===== src/core/pwc_cfg.svh =====
// register offsets, field positions and count and edge-select values of the capture timer
`ifndef PWC_CFG_SVH
`define PWC_CFG_SVH

// ----------------------------------------------------------------------
// register offsets (byte addresses)
// ----------------------------------------------------------------------
`define PWC_OFF_MODE 8'h00
`define PWC_OFF_CAPCTL 8'h04
`define PWC_OFF_PRESC 8'h08
`define PWC_OFF_COUNT 8'h0C
`define PWC_OFF_CAPA 8'h10
`define PWC_OFF_CAPB 8'h14
`define PWC_OFF_ISTAT 8'h18
`define PWC_OFF_IMASK 8'h1C
`define PWC_OFF_OUTCTL 8'h20

// ----------------------------------------------------------------------
// field positions
// ----------------------------------------------------------------------
`define PWC_MODE_OVF 0
`define PWC_MODE_OP_LO 2
`define PWC_MODE_OP_HI 3
`define PWC_CAP_A_EN 0
`define PWC_CAP_A_REV 1
`define PWC_CAP_B_EN 2
`define PWC_PRE_CLK_LO 0
`define PWC_PRE_CLK_HI 1
`define PWC_PRE_ESA_LO 4
`define PWC_PRE_ESA_HI 5
`define PWC_PRE_ESB_LO 6
`define PWC_PRE_ESB_HI 7
`define PWC_IRQ_A 0
`define PWC_IRQ_B 1
`define PWC_IRQ_OVF 2

// ----------------------------------------------------------------------
// values
// ----------------------------------------------------------------------
`define PWC_CNT_MAX 16'hFFFF
`define PWC_CNT_ZERO 16'h0000
`define PWC_ES_FALL 2'h0
`define PWC_ES_RISE 2'h1
`define PWC_ES_BOTH 2'h3

`endif


===== src/core/pwc_pkg.sv =====
// types shared by the pulse width capture timer
package pwc_pkg;

    typedef enum logic [1:0] {
        OP_STOP = 2'b00,
        OP_FREE = 2'b01,
        OP_CLEAR_A = 2'b10,
        OP_CLEAR_MATCH = 2'b11
    } op_mode_t;

    typedef struct packed {
        logic [15:0] main_counter;
        logic [15:0] capture_reg_a;
        logic [15:0] capture_reg_b;
        op_mode_t op_mode;
        logic overflow_flag;
        logic [2:0] capture_compare_ctrl_reg;
        logic [7:0] prescaler_mode_reg;
        logic [7:0] timer_output_control;
        logic [2:0] irq_stat;
        logic [2:0] irq_mask;
        logic [7:0] div;
        logic [2:0] sync_a;
        logic [2:0] sync_b;
        logic irq;
        logic capture_irq_a;
        logic capture_irq_b;
        logic pready;
        logic pslverr;
        logic [31:0] prdata;
    } state_t;

endpackage : pwc_pkg


===== src/core/pulse_width_capture_timer.sv =====
// 16-bit pulse width capture timer with apb registers
//
// Function
// - free-running: input a valid edge loads reg b, input b edge loads reg a.
// - single input: opposite edge of input a loads reg a, valid edge reg b.
// - clear-and-start: valid edge of a loads reg b, clears counter; opposite loads a.
// - clear-and-start without overflow: reg b holds the input period less one count.
// - overflow flag set on overflow; software clears it by writing zero.
// - reg a trigger selectable between input a opposite edge and input b.
// - reg b always triggered by input a valid edge, stores current count.
// - reg a capture on opposite phase of input a raises no reg a interrupt.
// - every reg b capture raises the reg b capture interrupt.
// - reading the counter returns the count and does not disturb counting.
`timescale 1ns/1ps
`include "pwc_cfg.svh"

module pulse_width_capture_timer #(
    parameter int DIV_SEL1 = 4,
    parameter int DIV_SEL2 = 16,
    parameter int DIV_SEL3 = 64
) (
    input wire logic pclk,
    input wire logic presetn,
    input wire logic psel,
    input wire logic penable,
    input wire logic pwrite,
    input wire logic [7:0] paddr,
    input wire logic [31:0] pwdata,
    output logic [31:0] prdata,
    output logic pready,
    output logic pslverr,
    input wire logic capture_input_a,
    input wire logic capture_input_b,
    output logic capture_irq_a,
    output logic capture_irq_b,
    output logic irq
);

    // ------------------------------------------------------------------
    // elaboration checks
    // ------------------------------------------------------------------
    generate
        if (DIV_SEL1 < 1 || DIV_SEL1 > 256 || DIV_SEL2 < 1 || DIV_SEL2 > 256 ||
            DIV_SEL3 < 1 || DIV_SEL3 > 256) begin : g_bad_div
            $error("prescaler divisors must lie in 1..256");
        end
    endgenerate

    // ------------------------------------------------------------------
    // edge helpers
    // ------------------------------------------------------------------
    function automatic logic valid_edge(input logic [1:0] es, input logic r,
                                        input logic f);
        valid_edge = 1'b0;
        if (es == `PWC_ES_FALL) valid_edge = f;
        else if (es == `PWC_ES_RISE) valid_edge = r;
        else if (es == `PWC_ES_BOTH) valid_edge = r | f;
    endfunction : valid_edge

    // opposite phase only exists for a single-edge selection
    function automatic logic opp_edge(input logic [1:0] es, input logic r,
                                      input logic f);
        opp_edge = 1'b0;
        if (es == `PWC_ES_FALL) opp_edge = r;
        else if (es == `PWC_ES_RISE) opp_edge = f;
    endfunction : opp_edge

    // ------------------------------------------------------------------
    // state and combinational next value
    // ------------------------------------------------------------------
    pwc_pkg::state_t q;
    pwc_pkg::state_t d;

    logic a_valid;
    logic a_opp;
    logic b_valid;
    logic running;
    logic tick;
    logic wrap;
    logic cap_a_ev;
    logic cap_b_ev;
    logic irq_a_ev;
    logic setup;
    logic wr;
    logic rd;
    logic [7:0] div_lim;

    always_comb begin
        d = q;
        d.sync_a = {q.sync_a[1], q.sync_a[0], capture_input_a};
        d.sync_b = {q.sync_b[1], q.sync_b[0], capture_input_b};
        a_valid = valid_edge(q.prescaler_mode_reg[`PWC_PRE_ESA_HI:`PWC_PRE_ESA_LO],
                             q.sync_a[1] & ~q.sync_a[2], ~q.sync_a[1] & q.sync_a[2]);
        a_opp = opp_edge(q.prescaler_mode_reg[`PWC_PRE_ESA_HI:`PWC_PRE_ESA_LO],
                         q.sync_a[1] & ~q.sync_a[2], ~q.sync_a[1] & q.sync_a[2]);
        b_valid = valid_edge(q.prescaler_mode_reg[`PWC_PRE_ESB_HI:`PWC_PRE_ESB_LO],
                             q.sync_b[1] & ~q.sync_b[2], ~q.sync_b[1] & q.sync_b[2]);
        running = (q.op_mode != pwc_pkg::OP_STOP);

        // count clock: pclk or one of three internal divided rates
        unique case (q.prescaler_mode_reg[`PWC_PRE_CLK_HI:`PWC_PRE_CLK_LO])
            2'h0: div_lim = 8'h00;
            2'h1: div_lim = 8'(DIV_SEL1 - 1);
            2'h2: div_lim = 8'(DIV_SEL2 - 1);
            2'h3: div_lim = 8'(DIV_SEL3 - 1);
        endcase
        tick = 1'b0;
        if (!running) begin
            d.div = 8'h00;
        end else if (q.div >= div_lim) begin
            d.div = 8'h00;
            tick = 1'b1;
        end else begin
            d.div = q.div + 8'h01;
        end

        // counter
        wrap = 1'b0;
        if (!running) begin
            d.main_counter = `PWC_CNT_ZERO;
        end else if (q.op_mode == pwc_pkg::OP_CLEAR_A && a_valid) begin
            d.main_counter = `PWC_CNT_ZERO;
        end else if (tick) begin
            d.main_counter = q.main_counter + 16'h0001;
            wrap = (q.main_counter == `PWC_CNT_MAX);
        end

        // captures
        cap_b_ev = running & q.capture_compare_ctrl_reg[`PWC_CAP_B_EN] & a_valid;
        cap_a_ev = running & q.capture_compare_ctrl_reg[`PWC_CAP_A_EN] &
                   (q.capture_compare_ctrl_reg[`PWC_CAP_A_REV] ? a_opp : b_valid);
        irq_a_ev = cap_a_ev & ~q.capture_compare_ctrl_reg[`PWC_CAP_A_REV];
        if (cap_b_ev) d.capture_reg_b = q.main_counter;
        if (cap_a_ev) d.capture_reg_a = q.main_counter;
        d.capture_irq_a = irq_a_ev;
        d.capture_irq_b = cap_b_ev;

        // apb: one wait-free access phase, answer prepared in setup
        setup = psel & ~penable;
        wr = psel & penable & q.pready & pwrite;
        rd = psel & penable & q.pready & ~pwrite;
        d.pready = setup;
        d.pslverr = 1'b0;
        d.prdata = 32'h0000_0000;
        if (setup) begin
            unique case (paddr)
                `PWC_OFF_MODE: d.prdata = {28'h0, q.op_mode, 1'b0, q.overflow_flag};
                `PWC_OFF_CAPCTL: d.prdata = {29'h0, q.capture_compare_ctrl_reg};
                `PWC_OFF_PRESC: d.prdata = {24'h0, q.prescaler_mode_reg};
                `PWC_OFF_COUNT: d.prdata = {16'h0, q.main_counter};
                `PWC_OFF_CAPA: d.prdata = {16'h0, q.capture_reg_a};
                `PWC_OFF_CAPB: d.prdata = {16'h0, q.capture_reg_b};
                `PWC_OFF_ISTAT: d.prdata = {29'h0, q.irq_stat};
                `PWC_OFF_IMASK: d.prdata = {29'h0, q.irq_mask};
                `PWC_OFF_OUTCTL: d.prdata = {24'h0, q.timer_output_control};
                default: d.pslverr = 1'b1;
            endcase
        end else if (q.pready) begin
            d.prdata = q.prdata;
        end

        if (wr) begin
            unique case (paddr)
                `PWC_OFF_MODE: begin
                    d.op_mode = pwc_pkg::op_mode_t'(pwdata[`PWC_MODE_OP_HI:`PWC_MODE_OP_LO]);
                    d.overflow_flag = q.overflow_flag & pwdata[`PWC_MODE_OVF];
                end
                `PWC_OFF_CAPCTL: d.capture_compare_ctrl_reg = pwdata[2:0];
                `PWC_OFF_PRESC: d.prescaler_mode_reg = pwdata[7:0];
                `PWC_OFF_IMASK: d.irq_mask = pwdata[2:0];
                `PWC_OFF_OUTCTL: d.timer_output_control = pwdata[7:0];
                default: d.op_mode = q.op_mode;
            endcase
        end
        // only the bits that were shown are cleared, so a late event survives
        if (rd && paddr == `PWC_OFF_ISTAT) d.irq_stat = q.irq_stat & ~q.prdata[2:0];

        // hardware sets win over software clears
        if (wrap) d.overflow_flag = 1'b1;
        d.irq_stat[`PWC_IRQ_A] = d.irq_stat[`PWC_IRQ_A] | irq_a_ev;
        d.irq_stat[`PWC_IRQ_B] = d.irq_stat[`PWC_IRQ_B] | cap_b_ev;
        d.irq_stat[`PWC_IRQ_OVF] = d.irq_stat[`PWC_IRQ_OVF] | wrap;
        d.irq = |(d.irq_stat & d.irq_mask);
    end

    always_ff @(posedge pclk or negedge presetn) begin
        if (!presetn) begin
            q <= pwc_pkg::state_t'('0);
        end else begin
            q <= d;
        end
    end

    // ------------------------------------------------------------------
    // outputs
    // ------------------------------------------------------------------
    assign prdata = q.prdata;
    assign pready = q.pready;
    assign pslverr = q.pslverr;
    assign capture_irq_a = q.capture_irq_a;
    assign capture_irq_b = q.capture_irq_b;
    assign irq = q.irq;
endmodule : pulse_width_capture_timer


===== config.mk =====
export PLATFORM = sky130hd
export DESIGN_NAME = pulse_width_capture_timer
export DESIGN_NICKNAME = d
export VERILOG_FILES = /design/src/core/pwc_pkg.sv /design/src/core/pulse_width_capture_timer.sv
export VERILOG_INCLUDE_DIRS = /design/src /design/src/core
export SDC_FILE = /design/constraint.sdc
export NUM_CORES = 1
export LEC_CHECK = 0
export CAP_MARGIN = 15
export CORE_MARGIN = 2
export CORE_UTILIZATION = 45
export CTS_BUF_LIST = sky130_fd_sc_hd__clkbuf_8
export DETAILED_ROUTE_END_ITERATION = 16
export DONT_BUFFER_PORTS = 1
export PLACE_DENSITY_LB_ADDON = 0.12
export SLEW_MARGIN = 20
export SYNTH_ARGS = -nofsm -noshare
export SYNTH_HDL_FRONTEND = slang
export SYNTH_SLANG_ARGS = --single-unit

===== constraint.sdc =====
create_clock -name pclk -period 6.7 [get_ports pclk]
set_clock_uncertainty 0.15 [all_clocks]
set_input_delay 0.67 -clock pclk [delete_from_list [all_inputs] [get_ports pclk]]
set_output_delay 0.67 -clock pclk [all_outputs]
set_load 0.005 [all_outputs]

==> results.yml <==
pwr:
  peakVddDrop_mv: 0.107
  p_per_area_mw_per_mm2: 192
  leakage_nw: 2.62
logic_synthesis:
  synth_cell_type_count: 61
  synth_commonest_cells: "111 x dfrtp_1, 49 x mux2_2, 38 x nand2_1"
  async_reset_ff_frac: 1.00
  synth_most_common_cell: "dfrtp_1"
  yosys-top-cells-area: "dfrtp_1 49%, mux2_2 9.8%, buf_4 4.5%"
  synth_top_area_cell: "dfrtp_1"
  ys_seq_elements: 111
  ys.flop_type: "dfrtp_1"
  yosysTopAreaCellShare: 0.492
  synth_area_sq_mm: 0.00564
  synthCells: 500
  seq_area_frac_synth: 0.492
  synth_warnings: 0
  synth-edff-count: 0
  syn_avg_cell_area_sq_um: 11.3
critical_path:
  cp_max_fo: 16
  startpoint_type: "register"
  crit_arrival_ns: 3.27
  end_kind: "register"
  crit_type: "reg -> reg"
  crit_required_ns: 6.79
timing:
  fmax_mhz: 315
  hold_ws_ns: 0.0415
  period_share: 0.474
  rsz0062_at_grt: "false"
  finalSetupTns_ns: 0
  worst_pin_slew_ns: 0.859
  min_period_ns: 3.18
  slew_viol_final: 0
  relSlewSlack: 0.427
  finalHoldViolCount: 0
  setup_viol: 0
die:
  dieHeight_microns: 116
  dieArea_sq_mm: 0.0135
  ios: 84
  start_util: 0.466
  rows: 40
  core_area_sq_mm: 0.0121
  die_w_microns: 116
cts:
  htreeDepth: 3
  cts_tree: "built"
  clk_latency_ns: 0.38
  cts.repair.resized: 0
  cts_buffer_depth: 2
  cts_hold_buf: 1
  cts_buffers: 9
  path_clk_slew_ns: 0.10
  post-cts-setup-buffers: 0
  cts_root_buf: "clkbuf_8"
  clkSinkCount: 111
routing:
  ant_nets: 0
  viasPerCell: 5.52
  dr.pass1.iters: 5
  drc: 0
  wl_per_cell_microns: 18.3
  dr.first_iter.drc_count: 176
  num_vias: 3613
  finalWirelength_microns: 12000
global_route:
  grt_pass1_vias: 3503
  antenna_found_initial: 0
  grt_max_degree: 112
  grt.overflow.total: 0
  grtUsageTotal: 0.191
  grt_pass1_wl_microns: 19300
layout:
  drive_gt1_frac: 0.185
  syn_to_final_growth_pct: 3.46
  final_nets: 541
  diodes: 0
  final_area_sq_mm: 0.00584
hold_path:
  hp-class: "in -> async"
placement:
  dp_hpwl_microns: 8110
  gp_congestion: 0.786
  port_buffers: 0
  place_area_sq_mm: 0.00561
job:
  cap_violations: 0
run_status:
  outcome: "finished, final reports clean"
worst max-delay path: stages (launching register included):
cell and delay (ns):
dfrtp_1 0.42, or2_2 0.32, inv_1 0.06, ha_1 0.22
nor2b_1 0.14, o211a_1 0.23, o311ai_4 0.70, a21oi_1 0.28
a41oi_2 0.35, o221ai_1 0.17
registers in the layout, indices dropped and copies added, names as in the netlist:
signal	count
q	86
prdata	16
pready	1
capture_irq_b	1
d	4
pslverr	1
capture_irq_a	1
irq	1
power breakdown:
part | total [W] | internal, W | switching [W] | leakage, nW
logic | 0.0000390 | 0.0000114 | 0.0000276 | 0.990
registers | 0.000675 | 0.000673 | 0.00000251 | 1.52
clock network | 0.000407 | 0.000182 | 0.000225 | 0.105
worst paths after layout:
kind	from	end	slack (ns)	cells after the start
worst max-delay path	q[65]$_DFFE_PN0P_	irq$_DFF_PN0_	3.52	9
worst min-delay path	presetn	q[91]$_DFFE_PN0P_	0.04	1
worst max register to register	q[65]$_DFFE_PN0P_	irq$_DFF_PN0_	3.52	9
worst min register to register	d[38]$_DFF_PN0_	d[39]$_DFF_PN0_	0.21	0
max in group asynchronous	presetn	q[69]$_DFFE_PN0P_	5.89	1
min in group pclk	capture_input_b	d[38]$_DFF_PN0_	0.16	0
per-layer routing:
layer  up-vias  part of all wire  track usage
met5         -                 0            0
met4         0             0.020       0.0746
met3        19             0.053       0.0413
met2        99              0.47        0.299
li1       1686                 -            -
met1      1809              0.45        0.263
per-stage QoR:
stage               total power [W]  std cells  utilization  worst slack [ns]
floorplan                  0.000720        516            -              4.18
global placement           0.000713        638        0.463              3.56
detailed placement         0.000713        638        0.463              3.55
CTS                         0.00114        655        0.482              3.52
global route                0.00118        655        0.482              3.34
finish                      0.00112        655        0.482              3.52
logic make-up after synthesis:
logic type / Yosys count / share of synthesized area
and+or+nand+nor: 127 / 0.122
DFF: 111 / 0.492
AOI/OAI and AO/OA: 87 / 0.114
buffers and inverters: 72 / 0.0738
muxes: 71 / 0.141
xor gates and xnor gates: 19 / 0.0295
adders and majority gates: 12 / 0.0266
other: 1 / 0.000665
cell type report:
cell class | count | area, sq um
tap | 168 | 210
fill | 1143 | 6270
clock buffer | 10 | 138
inverter | 23 | 86.3
multi-input combinational | 333 | 2510
sequential | 111 | 2780
clock inverter | 6 | 62.6
timing repair buffer | 4 | 50.0
cells in the final DEF, fill, tap and decap left out, types with 2 or more instances in the layout:
| master | n |
|---|---|
| mux2_2 | 49 |
| a221oi_1 | 7 |
| clkbuf_8 | 10 |
| ha_1 | 12 |
| a32o_1 | 3 |
| buf_4 | 3 |
| nor2_2 | 3 |
| nor3_2 | 2 |
| inv_1 | 25 |
| nand3_1 | 13 |
| o21ai_1 | 2 |
| a2111oi_2 | 3 |
| and2_1 | 2 |
| o2bb2ai_1 | 5 |
| nor4_4 | 3 |
| nand2_1 | 38 |
| a21oi_1 | 21 |
| nand4_1 | 3 |
| nor2_1 | 36 |
| clkinv_4 | 2 |
| a21o_1 | 3 |
| a211oi_1 | 8 |
| xnor2_1 | 17 |
| nor3_1 | 3 |
| nor2b_1 | 4 |
| xor2_1 | 2 |
| mux4_2 | 2 |
| o21ai_0 | 21 |
| nand4b_1 | 2 |
| dfrtp_1 | 111 |
| conb_1 | 17 |
| mux2i_1 | 19 |
| and3_1 | 5 |
| nor3b_1 | 2 |
Note: power is estimated with default switching activity, not from simulation.
